**src/design/asm_pkg.sv**
```systemverilog
// shared constants and types for the audio slot map block
package asm_pkg;

   // -----------------------------------------------------------------
   // widths
   // -----------------------------------------------------------------
   localparam int SLOT_W = 6;
   localparam int DATA_W = 32;
   localparam int ADDR_W = 8;
   localparam int HALF_BIT = 5;
   localparam int HALF_IDX_W = 5;

   // -----------------------------------------------------------------
   // register indices; byte address is four times the index
   // -----------------------------------------------------------------
   localparam logic [5:0] IDX_SECOND = 6'h0c;
   localparam logic [5:0] IDX_THIRD = 6'h0d;
   localparam logic [5:0] IDX_FOURTH = 6'h0e;
   localparam logic [5:0] IDX_CONTROL = 6'h10;
   localparam logic [5:0] IDX_STATUS = 6'h11;
   localparam logic [1:0] IDX_LOW_ZERO = 2'h0;

   // -----------------------------------------------------------------
   // reset values
   // -----------------------------------------------------------------
   localparam logic [SLOT_W-1:0] RST_SECOND = 6'h01;
   localparam logic [SLOT_W-1:0] RST_THIRD = 6'h02;
   localparam logic [SLOT_W-1:0] RST_FOURTH = 6'h03;
   localparam logic RST_TWO_PHASE = 1'h0;

   // -----------------------------------------------------------------
   // field positions
   // -----------------------------------------------------------------
   localparam int CTRL_TWO_PHASE_BIT = 0;
   localparam int STAT_SECOND_LSB = 0;
   localparam int STAT_THIRD_LSB = 6;
   localparam int STAT_FOURTH_LSB = 12;
   localparam int STAT_FORMAT_BIT = 18;

   // channel code shown with each placed word
   localparam logic [1:0] CH_NONE = 2'h0;
   localparam logic [1:0] CH_SECOND = 2'h1;
   localparam logic [1:0] CH_THIRD = 2'h2;
   localparam logic [1:0] CH_FOURTH = 2'h3;

   // -----------------------------------------------------------------
   // types
   // -----------------------------------------------------------------
   // apb request from the master
   typedef struct packed {
      logic psel;
      logic penable;
      logic pwrite;
      logic [ADDR_W-1:0] paddr;
      logic [DATA_W-1:0] pwdata;
   } asm_apb_req_type;

   // current serial slot position from the frame timing logic
   typedef struct packed {
      logic strobe;
      logic half;
      logic [SLOT_W-1:0] index;
   } asm_slot_pos_type;

   // apb slave states, one-hot
   typedef enum logic [2:0] {
      ST_IDLE = 3'b001,
      ST_WAIT = 3'b010,
      ST_DONE = 3'b100
   } asm_apb_state_type;

endpackage

```
**src/design/asm_slot_lane.sv**
```systemverilog
// one channel lane: frame-aligned slot field and slot match
`timescale 1ns/10ps
module asm_slot_lane
   import asm_pkg::*;
#(
   parameter logic [asm_pkg::SLOT_W-1:0] RESET_FIELD = asm_pkg::RST_SECOND
) (
   // clock and reset
   input wire logic pclk,
   input wire logic presetn,
   // control
   input wire logic [asm_pkg::SLOT_W-1:0] pending_field,
   input wire logic frame_start,
   input wire logic two_phase,
   input wire asm_pkg::asm_slot_pos_type slot_pos,
   // results
   output logic [asm_pkg::SLOT_W-1:0] active_field,
   output logic hit
);

   logic [SLOT_W-1:0] next_field;

   // -----------------------------------------------------------------
   // slot decode
   // -----------------------------------------------------------------
   // two-phase: bit 5 picks the half frame, low bits the slot in it
   function automatic logic slot_match(input logic [SLOT_W-1:0] field,
                                       input logic fmt_two_phase,
                                       input asm_slot_pos_type pos);
      logic m;
      m = 1'b0;
      if (fmt_two_phase) begin
         m = (pos.half == field[HALF_BIT]) &&
             (pos.index[HALF_IDX_W-1:0] == field[HALF_IDX_W-1:0]);
      end else begin
         m = (pos.index == field);
      end
      return m;
   endfunction

   // new field only at a frame boundary, usable in that same frame
   assign next_field = frame_start ? pending_field : active_field;

   // -----------------------------------------------------------------
   // state
   // -----------------------------------------------------------------
   // active field
   always_ff @(posedge pclk or negedge presetn) begin
      if (!presetn) begin
         active_field <= RESET_FIELD;
      end else begin
         active_field <= next_field;
      end
   end

   // registered hit, one per slot strobe
   always_ff @(posedge pclk or negedge presetn) begin
      if (!presetn) begin
         hit <= 1'b0;
      end else begin
         hit <= slot_pos.strobe && slot_match(next_field, two_phase, slot_pos);
      end
   end

endmodule

```
**src/design/asm_slot_map.sv**
```systemverilog
// audio serial slot map for channels two to four with apb registers
//
// The APB register port is this design's own decision.
`timescale 1ns/10ps
module asm_slot_map
   import asm_pkg::*;
(
   // clock and reset
   input wire logic pclk,
   input wire logic presetn,
   // apb slave
   input wire asm_pkg::asm_apb_req_type apb_req,
   output logic pready,
   output logic [asm_pkg::DATA_W-1:0] prdata,
   output logic pslverr,
   // frame timing
   input wire logic frame_start,
   input wire asm_pkg::asm_slot_pos_type slot_pos,
   // channel sample words
   input wire logic [asm_pkg::DATA_W-1:0] second_channel_sample,
   input wire logic [asm_pkg::DATA_W-1:0] third_channel_sample,
   input wire logic [asm_pkg::DATA_W-1:0] fourth_channel_sample,
   // placed word
   output logic slot_valid,
   output logic [asm_pkg::DATA_W-1:0] slot_data,
   output logic [1:0] slot_channel
);

   // -----------------------------------------------------------------
   // declarations
   // -----------------------------------------------------------------
   asm_apb_state_type state;
   asm_apb_state_type next_state;
   logic [SLOT_W-1:0] second_channel_slot;
   logic [SLOT_W-1:0] third_channel_slot;
   logic [SLOT_W-1:0] fourth_channel_slot;
   logic [SLOT_W-1:0] active_second;
   logic [SLOT_W-1:0] active_third;
   logic [SLOT_W-1:0] active_fourth;
   logic left_justified_format;
   logic active_two_phase;
   logic next_two_phase;
   logic hit_second;
   logic hit_third;
   logic hit_fourth;
   logic do_write;
   logic take_access;
   logic [5:0] word_index;
   logic addr_mapped;
   logic [DATA_W-1:0] read_word;

   // -----------------------------------------------------------------
   // address decode
   // -----------------------------------------------------------------
   // byte address to register index; low two bits must be zero
   function automatic logic [5:0] addr_to_index(input logic [ADDR_W-1:0] a);
      return a[ADDR_W-1:2];
   endfunction

   function automatic logic index_known(input logic [5:0] idx);
      return (idx == IDX_SECOND) || (idx == IDX_THIRD) || (idx == IDX_FOURTH) ||
             (idx == IDX_CONTROL) || (idx == IDX_STATUS);
   endfunction

   // slot field word with reserved bits forced to zero
   function automatic logic [DATA_W-1:0] field_word(input logic [SLOT_W-1:0] f);
      return {{(DATA_W-SLOT_W){1'b0}}, f};
   endfunction

   assign word_index = addr_to_index(apb_req.paddr);
   assign addr_mapped = index_known(word_index) && (apb_req.paddr[1:0] == IDX_LOW_ZERO);

   // -----------------------------------------------------------------
   // apb handshake
   // -----------------------------------------------------------------
   // two wait states: access seen, then pready high for one cycle
   assign take_access = apb_req.psel && apb_req.penable;
   assign do_write = (state == ST_DONE) && take_access && apb_req.pwrite && addr_mapped;

   // next state
   always_comb begin
      next_state = state;
      case (state)
         ST_IDLE: begin
            if (take_access) begin
               next_state = ST_WAIT;
            end
         end
         ST_WAIT: begin
            next_state = ST_DONE;
         end
         ST_DONE: begin
            next_state = ST_IDLE;
         end
         default: begin
            next_state = ST_IDLE;
         end
      endcase
   end

   // state register
   // done returns to idle whatever the bus shows, so a master that holds
   // its access past pready starts a second transfer
   always_ff @(posedge pclk or negedge presetn) begin
      if (!presetn) begin
         state <= ST_IDLE;
      end else begin
         state <= next_state;
      end
   end

   // pready and error, high in the done state only
   // two fixed wait states keep the read mux off the bus address path
   always_ff @(posedge pclk or negedge presetn) begin
      if (!presetn) begin
         pready <= 1'b0;
         pslverr <= 1'b0;
      end else begin
         pready <= (next_state == ST_DONE);
         pslverr <= (next_state == ST_DONE) && !addr_mapped;
      end
   end

   // read mux
   // status shows the active copies, the slot registers the written ones
   always_comb begin
      read_word = '0;
      case (word_index)
         IDX_SECOND: begin
            read_word = field_word(second_channel_slot);
         end
         IDX_THIRD: begin
            read_word = field_word(third_channel_slot);
         end
         IDX_FOURTH: begin
            read_word = field_word(fourth_channel_slot);
         end
         IDX_CONTROL: begin
            read_word[CTRL_TWO_PHASE_BIT] = left_justified_format;
         end
         IDX_STATUS: begin
            read_word[STAT_SECOND_LSB +: SLOT_W] = active_second;
            read_word[STAT_THIRD_LSB +: SLOT_W] = active_third;
            read_word[STAT_FOURTH_LSB +: SLOT_W] = active_fourth;
            read_word[STAT_FORMAT_BIT] = active_two_phase;
         end
         default: begin
            read_word = '0;
         end
      endcase
      if (!addr_mapped) begin
         read_word = '0;
      end
   end

   // read data captured as pready rises, zero otherwise
   always_ff @(posedge pclk or negedge presetn) begin
      if (!presetn) begin
         prdata <= '0;
      end else if (next_state == ST_DONE && !apb_req.pwrite) begin
         prdata <= read_word;
      end else begin
         prdata <= '0;
      end
   end

   // -----------------------------------------------------------------
   // software registers
   // -----------------------------------------------------------------
   // second channel field; bits 31:6 of a write are dropped, never stored
   always_ff @(posedge pclk or negedge presetn) begin
      if (!presetn) begin
         second_channel_slot <= RST_SECOND;
      end else if (do_write && word_index == IDX_SECOND) begin
         second_channel_slot <= apb_req.pwdata[SLOT_W-1:0];
      end
   end

   // third channel field
   always_ff @(posedge pclk or negedge presetn) begin
      if (!presetn) begin
         third_channel_slot <= RST_THIRD;
      end else if (do_write && word_index == IDX_THIRD) begin
         third_channel_slot <= apb_req.pwdata[SLOT_W-1:0];
      end
   end

   // fourth channel field
   always_ff @(posedge pclk or negedge presetn) begin
      if (!presetn) begin
         fourth_channel_slot <= RST_FOURTH;
      end else if (do_write && word_index == IDX_FOURTH) begin
         fourth_channel_slot <= apb_req.pwdata[SLOT_W-1:0];
      end
   end

   // format select: tdm or two-phase (stereo or left-justified)
   // like the fields, it waits for the next frame start before it decodes
   always_ff @(posedge pclk or negedge presetn) begin
      if (!presetn) begin
         left_justified_format <= RST_TWO_PHASE;
      end else if (do_write && word_index == IDX_CONTROL) begin
         left_justified_format <= apb_req.pwdata[CTRL_TWO_PHASE_BIT];
      end
   end

   // -----------------------------------------------------------------
   // frame-aligned format
   // -----------------------------------------------------------------
   // format switches with the fields so a frame never mixes decodes
   assign next_two_phase = frame_start ? left_justified_format : active_two_phase;

   always_ff @(posedge pclk or negedge presetn) begin
      if (!presetn) begin
         active_two_phase <= RST_TWO_PHASE;
      end else begin
         active_two_phase <= next_two_phase;
      end
   end

   // -----------------------------------------------------------------
   // channel lanes
   // -----------------------------------------------------------------
   // all lanes take the format chosen for the coming slot, so a frame
   // start switches fields and decode on the same edge
   asm_slot_lane #(
      .RESET_FIELD(RST_SECOND)
   ) u_second_lane (
      .pclk(pclk),
      .presetn(presetn),
      .pending_field(second_channel_slot),
      .frame_start(frame_start),
      .two_phase(next_two_phase),
      .slot_pos(slot_pos),
      .active_field(active_second),
      .hit(hit_second)
   );

   asm_slot_lane #(
      .RESET_FIELD(RST_THIRD)
   ) u_third_lane (
      .pclk(pclk),
      .presetn(presetn),
      .pending_field(third_channel_slot),
      .frame_start(frame_start),
      .two_phase(next_two_phase),
      .slot_pos(slot_pos),
      .active_field(active_third),
      .hit(hit_third)
   );

   asm_slot_lane #(
      .RESET_FIELD(RST_FOURTH)
   ) u_fourth_lane (
      .pclk(pclk),
      .presetn(presetn),
      .pending_field(fourth_channel_slot),
      .frame_start(frame_start),
      .two_phase(next_two_phase),
      .slot_pos(slot_pos),
      .active_field(active_fourth),
      .hit(hit_fourth)
   );

   // -----------------------------------------------------------------
   // slot output
   // -----------------------------------------------------------------
   // shared slot: lowest channel wins, others are dropped for that slot
   // a collision costs the lower-priority channels their words for the
   // whole frame; software must keep the three fields apart
   always_ff @(posedge pclk or negedge presetn) begin
      if (!presetn) begin
         slot_valid <= 1'b0;
         slot_data <= '0;
         slot_channel <= CH_NONE;
      end else begin
         slot_valid <= hit_second || hit_third || hit_fourth;
         if (hit_second) begin
            slot_data <= second_channel_sample;
            slot_channel <= CH_SECOND;
         end else if (hit_third) begin
            slot_data <= third_channel_sample;
            slot_channel <= CH_THIRD;
         end else if (hit_fourth) begin
            slot_data <= fourth_channel_sample;
            slot_channel <= CH_FOURTH;
         end else begin
            slot_data <= '0;
            slot_channel <= CH_NONE;
         end
      end
   end

endmodule

```
**config.mk**
```make
export PLATFORM = sky130hd
export DESIGN_NAME = asm_slot_map
export DESIGN_NICKNAME = d
export VERILOG_FILES = /design/src/design/asm_pkg.sv /design/src/design/asm_slot_lane.sv /design/src/design/asm_slot_map.sv
export SDC_FILE = /design/constraint.sdc
export NUM_CORES = 1
export LEC_CHECK = 0
export BUFFER_PORTS_ARGS = -buffer_cell sky130_fd_sc_hd__buf_2
export CAP_MARGIN = 20
export CORE_AREA = 2 2 126 128
export CTS_BUF_LIST = sky130_fd_sc_hd__clkbuf_16
export DETAILED_ROUTE_END_ITERATION = 8
export DIE_AREA = 0 0 128 130
export PLACE_DENSITY = 0.62
export SYNTH_ARGS = -nofsm -noshare
export SYNTH_HDL_FRONTEND = slang
export SYNTH_SLANG_ARGS = --single-unit
export TNS_END_PERCENT = 1
```
**constraint.sdc**
```tcl
create_clock -name pclk -period 1.6 [get_ports pclk]
set_input_delay 0.48 -clock pclk [delete_from_list [all_inputs] [get_ports pclk]]
set_output_delay 0.48 -clock pclk [all_outputs]
set_load 0.05 [all_outputs]
```
==> results of run 1 <==
-- repair_timing --
action | CTS | global route
pin swaps | 4 | 7
buffers inserted | 4 | 0
hold buffers | 0 | 0
setup endpoints to repair | 37 | 38
gates resized for setup | 12 | 8
-- logic make-up (layout without fill, tap and decap cells) --
| group | after synthesis | in the layout | synth area share (%) |
|---|---|---|---|
| compound gates | 76 | 76 | 11.4 |
| buf+inv | 37 | 236 | 4.36 |
| other cells | 1 | 14 | 0.0833 |
| xor+xnor | 17 | 17 | 3.31 |
| flops | 100 | 100 | 55.8 |
| mux | 45 | 45 | 11.2 |
| simple gates | 101 | 101 | 13.9 |
-- metrics by stage --
stage	cell area [um2]	total power [uW]
after CTS	6260	5500
after floorplan	4550	2820
after detailed placement	5840	3100
after global placement	5840	3090
after global routing	6290	5650
final	6300	5420
-- cells in the mapped netlist (3+ instances only) --
cell type | count | area share [%]
nand3_1 | 3 | 0.33
nand3b_1 | 4 | 0.67
o21ai_0 | 32 | 3.6
inv_1 | 4 | 0.33
dfstp_2 | 9 | 5.3
nand4_1 | 3 | 0.42
nor3_1 | 4 | 0.44
nor2_1 | 12 | 1.0
buf_4 | 13 | 2.2
a22oi_1 | 33 | 5.5
xnor2_1 | 15 | 2.9
clkbuf_1 | 18 | 1.5
mux2_1 | 18 | 4.5
a222oi_1 | 5 | 1.1
mux2_2 | 25 | 6.3
dfrtp_1 | 91 | 51
nand2_1 | 37 | 3.1
and2_1 | 13 | 1.8
-- sequential cells by signal, summed over array words and instances, names as in the netlist, 3 cells and up --
signal	count
slot_data	32
prdata	19
fourth_channel_slot	6
second_channel_slot	6
third_channel_slot	6
u_fourth_lane.active_field	6
u_second_lane.active_field	6
u_third_lane.active_field	6
state	3
-- worst max-delay path, cell delays in order --
cell      delay (ns)
buf_6           0.09
or4b_4          0.55
a31oi_4         0.17
buf_12          0.14
nand4b_4        0.18
mux2_4          0.35
-- placed cells by master (no fill, tap or decap), types with 3 or more instances in the layout --
cell type  count
buf_2        176
dfrtp_1       90
nand2_1       37
a22oi_1       32
o21ai_0       32
buf_4         30
mux2_2        25
xnor2_1       15
and2_1        13
conb_1        13
mux2_1        11
nor2_1         9
clkbuf_16      9
dfstp_2        9
buf_12         8
mux2_4         7
a222oi_1       5
nand3b_1       4
inv_1          4
nand3_1        3
nor2_2         3
nand4_1        3
nor3_1         3
-- cell type report --
cell class              instances  area share (%)
clock inverters                 7            1.57
clock buffers                   9            3.58
well taps                     192            3.82
inverters                       4           0.238
flip-flops and latches        100            39.9
repair buffers                216            20.5
diodes                          1          0.0397
multi-input cells             252            30.3
-- metal layers --
metal | vias to the layer above | wire length, um | GRT usage [%] | part of all wire [%]
met5 | - | 17 | 0 | 0.13
met4 | 2 | 161 | 5.56 | 1.3
met3 | 12 | 800 | 3.36 | 6.3
met2 | 145 | 6520 | 27.1 | 51
met1 | 1757 | 5260 | 17.4 | 41
li1 | 1732 | - | - | -
-- power by group through the flow --
stage / Clock, uW / Sequential (uW) / Combinational, uW
2_1_floorplan: 0 / 2630 / 187
3_3_place_gp: 0 / 2600 / 494
3_5_place_dp: 0 / 2600 / 501
4_1_cts: 2440 / 2550 / 513
5_1_grt: 2540 / 2550 / 553
6_report: 2360 / 2550 / 509
-- final timing paths --
check | start | to | slack [ns] | cells past startpoint
worst max-delay path | apb_req[37] | second_channel_slot[4] | -0.15 | 6
worst min-delay path | presetn | slot_data[25] | 0.12 | 2
worst max register to register | state[1] | second_channel_slot[4] | -0.03 | 5
worst min register to register | u_third_lane.active_field[5] | prdata[11] | 0.48 | 1
max in group asynchronous | presetn | u_fourth_lane.active_field[0] | 1.16 | 2
min in group pclk | second_channel_sample[21] | slot_data[21] | 0.35 | 3
==> key figures, run 1 <==
Global route
  – Number of global-route vias before repair: 3647
  – First-pass GRT wire length: 19.1 mm
  – Initial antenna violation count: 1
  – Largest net degree at the start of global routing: 54
  – Gr usage total: 15.0%
  – Grt ovf: 0

Logic synthesis
  – Prevailing post-synth register cell: dfrtp_1
  – Sequential fraction of the synthesis area: 55.8%
  – Synth Instances: 377
  – #FFs+latches synth: 100
  – Avg Cell Area, Syn: 11.9 um2
  – EDFF count, synth: 0
  – Synth warn: 0
  – Ys async rst share: 100%
  – Cell variety after synth: 46
  – Synthesized area: 4500 um2

Pwr
  – Sw power: 1280 uW
  – Int Pwr: 4140 uW
  – Sw Ratio: 23.7%
  – Worst vdd ir: 0.584 mV
  – Logic pwr share: 9.4%
  – Reg power frac: 47.0%
  – Clock power share: 43.6%
  – Pwr Density: 861 nW/um2
  – Leakage: 0.00322 uW

STA
  – Max Fclk: 572 MHz
  – Setup TNS: -1.74 ns
  – Final Critical Period: 1.75 ns
  – Fin crit share: 109%
  – RSZ-0062 raised after global routing: yes
  – Setup violators final: 19
  – Final Max Tran Viols: 0
  – Hold Vio Cnt, Final: 0
  – Max Clock Skew: 0.00776 ns
  – Hold_ws: 0.117 ns
  – Final worst slack: -0.149 ns

Die
  – Die height: 130 um
  – Core area: 15400 um2
  – Starting Density: 29.2%
  – Total Die Area: 16600 um2
  – # IOs: 219
  – # rows: 46
  – DIE WIDTH: 128 um

Finish
  – Area Growth Syn to Fin: 39.8%
  – Post-route insts no fill: 781
  – Fillers: 1517
  – Multi-input gate area: 1910 um2
  – Post-Route Utilization: 40.8%
  – Layout net count: 733
  – Register area: 2510 um2
  – Share of cells above drive strength 1: 50.2%

Job
  – Max cap viols: 0

Placement
  – RePlAce Congestion: 0.799
  – DP Worst Slack: -0.574 ns
  – # port buffers: 179
  – Detail Placement HPWL: 9.75 mm
  – Placed Instances: 760

Run status
  – Failing checks: negative setup slack
  – Status: complete, but fails checks

Clock network
  – Clock Tree Root: clkbuf_16
  – TritonCTS clock tree: yes
  – Maximum clock path buffer count: 2
  – Num CTS Buffers: 9
  – Worst-Skew Late Latency: 0.34 ns
  – Clk slew on worst S/H paths: 0.07 ns
  – CTS H-tree depth: 3
  – Clock tree sinks: 100

Route
  – Post-route DRC violation count: 0
  – DR iter-0 viols: 133
  – Via/cell ratio: 4.67
  – Routed vias: 3648
  – DRT Pass-1 Iters: 4
  – DR WL/cell: 16.3 um
  – Antenna viol nets, final: 0
  – WL final: 12.8 mm

Worst setup path
  – Critical Path End Type: flop
  – Startpoint Class: input port
  – Critical setup path kind: input port to flop
  – Crit-path max FO: 6
  – Crit path DAT: 1.97 ns
  – CP Data Required Time: 1.82 ns

Hold path
  – Hold WC Path Type: input port to async pin
Note: power is estimated with default switching activity, not from simulation.
==> inputs of run 2 (changes only) <==
Settings changed: SYNTH_HIERARCHICAL set to 1.
==> run 2 against run 1 <==
Net effect: the run still ends with negative setup slack left; hold slack better by 0.018 ns; clock skew hardly changed; synthesized area is 0.50% lower; clock-buffer cell count stayed put.
==> key figures, run 2 <==
STA
  – Final Critical Period: 1.79 ns (+0.0460 ns)
  – Final worst slack: -0.195 ns (-0.0460 ns)
  – Max Fclk: 557 MHz (-2.6%)
  – Hold_ws: 0.135 ns (+0.0179 ns)
  – Fin crit share: 112% (+2.9 points)
  – Hold Vio Cnt, Final: 0 (unchanged)
  – Max Clock Skew: 0.00825 ns (+0.000487 ns)
  – Setup violators final: 20 (+1)
  – RSZ-0062 raised after global routing: yes
  – Final Max Tran Viols: 0 (unchanged)

Worst setup path
  – Crit path DAT: 2.03 ns (+0.06 ns)
  – Crit-path max FO: 6 (unchanged)
  – Reg-to-Reg Start: state[1]
  – CP Data Required Time: 1.84 ns (+0.02 ns)
  – Critical Path End Type: flop
  – CP startpoint: apb_req[38]
  – Critical setup path kind: input port to flop
  – Startpoint Class: input port

Clock network
  – Worst-Skew Late Latency: 0.35 ns (about the same)
  – Clock tree sinks: 100 (unchanged)
  – Maximum clock path buffer count: 2 (unchanged)
  – Clk slew on worst S/H paths: 0.07 ns (about the same)
  – TritonCTS clock tree: yes
  – Hold-fix buffers at CTS: 0 (unchanged)
  – CTS H-tree depth: 3 (unchanged)
  – Num CTS Buffers: 9 (unchanged)
  – Clock Tree Root: clkbuf_16

Die
  – Die height: 130 um (unchanged)
  – Core area: 15400 um2 (unchanged)
  – Total Die Area: 16600 um2 (unchanged)
  – Starting Density: 29.0% (-0.15 points)
  – DIE WIDTH: 128 um (unchanged)
  – # IOs: 219 (unchanged)
  – # rows: 46 (unchanged)

Logic synthesis
  – Synth Instances: 368 (-2.4%)
  – Ys async rst share: 100% (unchanged)
  – Synthesized area: 4480 um2 (-0.50%)
  – Share of the synthesized area in the top cell type: 50.8% (+0.25 points)
  – Top-count cell post-synth: dfrtp_1
  – Cell variety after synth: 42 (-8.7%)
  – Avg Cell Area, Syn: 12.2 um2 (+1.9%)
  – EDFF count, synth: 0 (unchanged)
  – Post-synth top cells: dfrtp_1 (91), nand2_1 (34), a22oi_1 (32), o21ai_0 (32), mux2_2 (23)
  – Prevailing post-synth register cell: dfrtp_1
  – Sequential fraction of the synthesis area: 56.1% (+0.28 points)
  – Area contributors post-synth: dfrtp_1 (51%), mux2_2 (5.8%), a22oi_1 (5.4%), dfstp_2 (5.3%), mux2_1 (3.8%)
  – Cell taking the most area after synthesis: dfrtp_1
  – Synth warn: 6 (+6)
  – #FFs+latches synth: 100 (unchanged)

Global route
  – Grt ovf: 0 (unchanged)
  – Initial antenna violation count: 2 (+1)
  – Largest net degree at the start of global routing: 63 (+17%)
  – Number of global-route vias before repair: 3554 (-2.6%)
  – First-pass GRT wire length: 19.1 mm (-0.26%)
  – Gr usage total: 15.1% (+0.15 points)

Finish
  – Largest Register: slot_data
  – Antenna Cells: 0 (-1)
  – Fin area: 6100 um2 (-3.1%)
  – Layout net count: 714 (-2.6%)
  – Top flop regs: slot_data x32, prdata x19
  – Register area: 2510 um2 (unchanged)
  – Post-route insts no fill: 761 (-2.6%)
  – Multi-input gate area: 1870 um2 (-2.0%)
  – Largest register FFs: 32 (unchanged)
  – Area Growth Syn to Fin: 36.1%
  – Fillers: 1510 (-0.46%)
  – Share of cells above drive strength 1: 49.4% (-0.79 points)
  – Commonest cells after routing, fill and taps aside: buf_2 (176), dfrtp_1 (90), nand2_1 (34)
  – Most common cell after layout, fill and taps aside: buf_2

Pwr
  – Clock power share: 41.7% (-1.9 points)
  – Int Pwr: 3950 uW (-4.5%)
  – Leakage: 0.00318 uW (-1.2%)
  – Worst vdd ir: 0.509 mV (-13%)
  – Sw Ratio: 24.3% (+0.60 points)
  – Reg power frac: 48.9% (+1.9 points)
  – Sw power: 1270 uW (-1.3%)
  – Total power: 5220 uW (-3.7%)
  – Logic pwr share: 9.4% (about the same)
  – Pwr Density: 856 nW/um2 (-0.61%)

Run status
  – Status: complete, but fails checks
  – Failing checks: negative setup slack

Route
  – Antenna viol nets, final: 0 (unchanged)
  – WL final: 12.8 mm (+0.32%)
  – DRT Pass-1 Iters: 5 (+1)
  – Post-route DRC violation count: 0 (unchanged)
  – DR iter-0 viols: 183 (+38%)
  – DR WL/cell: 16.8 um (+3.0%)
  – Routed vias: 3616 (-0.88%)
  – Via/cell ratio: 4.75 (+1.7%)

Placement
  – Placed Instances: 741 (-2.5%)
  – # port buffers: 179 (unchanged)
  – RePlAce Congestion: 0.828 (+3.6%)
  – Detail Placement HPWL: 9.82 mm (+0.72%)
  – DP Worst Slack: -0.634 ns (-0.0601 ns)
  – Placed cell areas: 5690 um2 (-2.7%)

Hold path
  – Hold WC Path Type: input port to async pin

Job
  – Max cap viols: 0 (unchanged)
## run 2: cell type report
type | count | share of cell area [%]
well taps | 192 | 3.94
multi-input cells | 245 | 30.7
clock buffers | 9 | 3.69
repair buffers | 206 | 19.2
clock inverters | 7 | 1.11
inverters | 2 | 0.123
flip-flops and latches | 100 | 41.2
## run 2: routing by layer
| layer | up-vias | part of all wire, % | wire, um | GRT usage, % |
|---|---|---|---|---|
| li1 | 1679 | - | - | - |
| met1 | 1757 | 43 | 5500 | 18.9 |
| met2 | 158 | 48 | 6130 | 25.0 |
| met3 | 20 | 7.0 | 893 | 3.69 |
| met4 | 2 | 2.1 | 263 | 6.53 |
| met5 | - | 0.070 | 9 | 0 |
## run 2: path summary, 6_finish.rpt
kind                            slack [ns]                      to  depth (start not counted)
worst min-delay path                  0.13                state[2]                          2
worst max register to register       -0.03  second_channel_slot[3]                          5
max in group asynchronous             1.03           slot_data[15]                          2
worst min register to register        0.48              prdata[15]                          1
min in group pclk                     0.34           slot_data[31]                          3
worst max-delay path                 -0.19  second_channel_slot[3]                          6
## run 2: cell families (layout without fill, tap and decap cells)
group           after synthesis  count (layout)  synth area share, %
compound gates               73              73                 11.0
other cells                   1              13               0.0837
mux                          48              48                 12.5
buf+inv                      35             224                 4.55
xor+xnor                     18              18                 3.52
simple gates                 93              93                 12.3
flops                       100             100                 56.1
## run 2: metrics by stage
stage | util, % | setup TNS (ns)
6_report | 39.5 | -2.80
5_1_grt | 39.5 | -4.98
4_1_cts | 39.3 | -2.31
3_5_place_dp | 36.9 | -17.87
3_3_place_gp | 36.9 | -16.52
2_1_floorplan | - | -9.87
## run 2: worst max-delay path: stages
cell and delay (ns):
buf_8 0.10, or4bb_4 0.55, a31oi_4 0.22, buf_12 0.15, nand4b_4 0.18, mux2_4 0.34
## run 2: repair_timing
item,CTS,global route
gates resized for setup,15,5
endpoints found under the hold margin,0,0
pin swaps,4,2
buffers inserted,2,2
endpoints found under the setup margin,37,38
## run 2: power groups by stage
stage	registers, uW	clock network, uW	logic, uW
2_1_floorplan	2630	0	180
3_3_place_gp	2600	0	465
3_5_place_dp	2600	0	472
4_1_cts	2550	2240	487
5_1_grt	2550	2350	531
6_report	2550	2180	490
==> inputs of run 3 (changes only) <==
Settings changed: CAP_MARGIN 20 to not set, SETUP_SLACK_MARGIN set to 0.2.
==> run 3 against run 2 <==
Net effect: the flow still finishes with violations (negative setup slack); sequential power is essentially flat; hold slack lost 0.00074 ns; sequential cell count is the same; critical path type unchanged.
==> key figures, run 3 (synthesis results as in run 2) <==
Pwr
  – Worst vdd ir: 0.505 mV (-0.80%)
  – Clock power share: 41.6% (about the same)
  – Logic pwr share: 9.7% (+0.3 points)
  – Pwr Density: 818 nW/um2 (-4.4%)
  – Sw Ratio: 24.3% (+0.047 points)
  – Int Pwr: 3960 uW (+0.35%)
  – Leakage: 0.00321 uW (+0.97%)
  – Reg power frac: 48.7% (-0.2 points)
  – Sw power: 1280 uW (+0.61%)

Route
  – Antenna viol nets, final: 0 (unchanged)
  – DRT Pass-1 Iters: 4 (-1)
  – Routed vias: 3638 (+0.61%)
  – WL final: 13.0 mm (+1.4%)
  – DR WL/cell: 17.0 um (+1.4%)
  – Via/cell ratio: 4.78 (+0.61%)
  – DR iter-0 viols: 206 (+13%)
  – Post-route DRC violation count: 0 (unchanged)

Global route
  – Number of global-route vias before repair: 3593 (+1.1%)
  – Grt ovf: 0 (unchanged)
  – Largest net degree at the start of global routing: 63 (unchanged)
  – Gr usage total: 15.2% (+0.11 points)
  – First-pass GRT wire length: 19.2 mm (+0.83%)
  – Initial antenna violation count: 2 (unchanged)

Finish
  – Share of cells above drive strength 1: 49.7% (+0.35 points)
  – Layout net count: 714 (unchanged)
  – Register area: 2510 um2 (unchanged)
  – Largest Register: slot_data
  – Area Growth Syn to Fin: 42.9%
  – Commonest cells after routing, fill and taps aside: buf_2 (120), dfrtp_1 (90), buf_4 (43)
  – Antenna Cells: 0 (unchanged)
  – Most common cell after layout, fill and taps aside: buf_2
  – Fillers: 1472 (-2.5%)
  – Post-Route Utilization: 41.5% (+2.0 points)
  – Post-route insts no fill: 761 (unchanged)
  – Multi-input gate area: 1900 um2 (+1.3%)
  – Top flop regs: slot_data x32, prdata x19
  – Largest register FFs: 32 (unchanged)

STA
  – Max Fclk: 555 MHz (-0.33%)
  – Fin crit share: 113% (+0.38 points)
  – Hold Vio Cnt, Final: 0 (unchanged)
  – Final Critical Period: 1.80 ns (+0.00603 ns)
  – Final worst slack: -0.201 ns (-0.00603 ns)
  – RSZ-0062 raised after global routing: yes
  – Max Clock Skew: 0.00913 ns (+0.000887 ns)
  – Final Max Tran Viols: 0 (unchanged)
  – Setup violators final: 20 (unchanged)

Worst setup path
  – Critical Path End Type: flop
  – Critical path's largest stage delay: 0.55 ns (about the same)
  – Crit path DAT: 2.03 ns (about the same)
  – Startpoint Class: input port
  – Critical setup path kind: input port to flop
  – CP max-delay cell: or4bb_4
  – CP Data Required Time: 1.83 ns (about the same)
  – Critical path buffer and inverter count: 2 (unchanged)
  – Critical path, cell by cell: buf_8 > or4bb_4 > a31oi_4 > buf_12 > nand4b_4 > mux2_4
  – CP top delay family: simple AND/OR/NAND/NOR gates
  – Crit-path max FO: 6 (unchanged)

Die
  – Total Die Area: 16600 um2 (unchanged)
  – Core area: 15400 um2 (unchanged)
  – # rows: 46 (unchanged)
  – DIE WIDTH: 128 um (unchanged)
  – # IOs: 219 (unchanged)
  – Die height: 130 um (unchanged)
  – Starting Density: 29.0% (unchanged)

Placement
  – Placed Instances: 741 (unchanged)
  – DP Worst Slack: -0.634 ns (unchanged)
  – # port buffers: 179 (unchanged)
  – RePlAce Congestion: 0.828 (unchanged)
  – Detail Placement HPWL: 9.82 mm (unchanged)

Run status
  – Failing checks: negative setup slack
  – Status: complete, but fails checks

Clock network
  – TritonCTS clock tree: yes
  – Worst-Skew Late Latency: 0.35 ns (about the same)
  – Clock tree sinks: 100 (unchanged)
  – CTS H-tree depth: 3 (unchanged)
  – Maximum clock path buffer count: 2 (unchanged)
  – Clk slew on worst S/H paths: 0.07 ns (about the same)
  – Clock Tree Root: clkbuf_16
  – Num CTS Buffers: 9 (unchanged)

Hold path
  – Hold WC Path Type: input port to async pin

Job
  – Max cap viols: 0 (unchanged)
run 3: layout make-up:
type / count / share of cell area (%)
clock buffer: 9 / 3.52
clock inverter: 7 / 1.06
inverter: 2 / 0.117
multi-input combinational: 245 / 29.6
sequential: 100 / 39.3
tap: 192 / 3.75
timing repair buffer: 206 / 22.6
run 3: worst paths after layout:
kind,end,startpoint,slack (ns),cells after the start
hold / removal,state[2],presetn,0.13,2
setup reg to reg,second_channel_slot[3],state[1],-0.04,5
max in group asynchronous,slot_data[15],presetn,1.04,2
min in group pclk,slot_data[19],second_channel_sample[19],0.34,3
hold reg to reg,prdata[15],u_fourth_lane/active_field[3],0.49,1
setup / recovery,second_channel_slot[3],apb_req[38],-0.20,6
run 3: power groups by stage:
stage          Sequential [uW]  Clock (uW)  Combinational [uW]
2_1_floorplan             2630           0                 180
3_3_place_gp              2600           0                 465
3_5_place_dp              2600           0                 472
4_1_cts                   2550        2240                 497
5_1_grt                   2550        2350                 550
6_report                  2550        2180                 509
run 3: per-layer routing:
metal  wire length [um]  up-vias  GRT usage, %
li1                   -     1678             -
met1               5520     1769          18.8
met2               6240      164          25.4
met3                909       25          3.85
met4                293        2          6.66
met5                  9        -             0
run 3: stage by stage:
stage               hold slack (ns)  total power, uW  TNS, ns  instance area (um2)
finish                        0.134             5240    -2.80                 6400
global route                  0.154             5460    -4.93                 6400
CTS                           0.146             5290    -2.31                 6270
detailed placement            0.470             3070   -17.87                 5690
global placement              0.473             3060   -16.52                 5690
floorplan                     0.184             2810    -9.87                 4530
run 3: repair_timing:
item / CTS / global route
gates resized for setup: 89 / 28
hold buffers: 0 / 0
buffers inserted: 2 / 2
cloned: 0 / 0
endpoints found under the setup margin: 98 / 68
pin swaps: 13 / 10
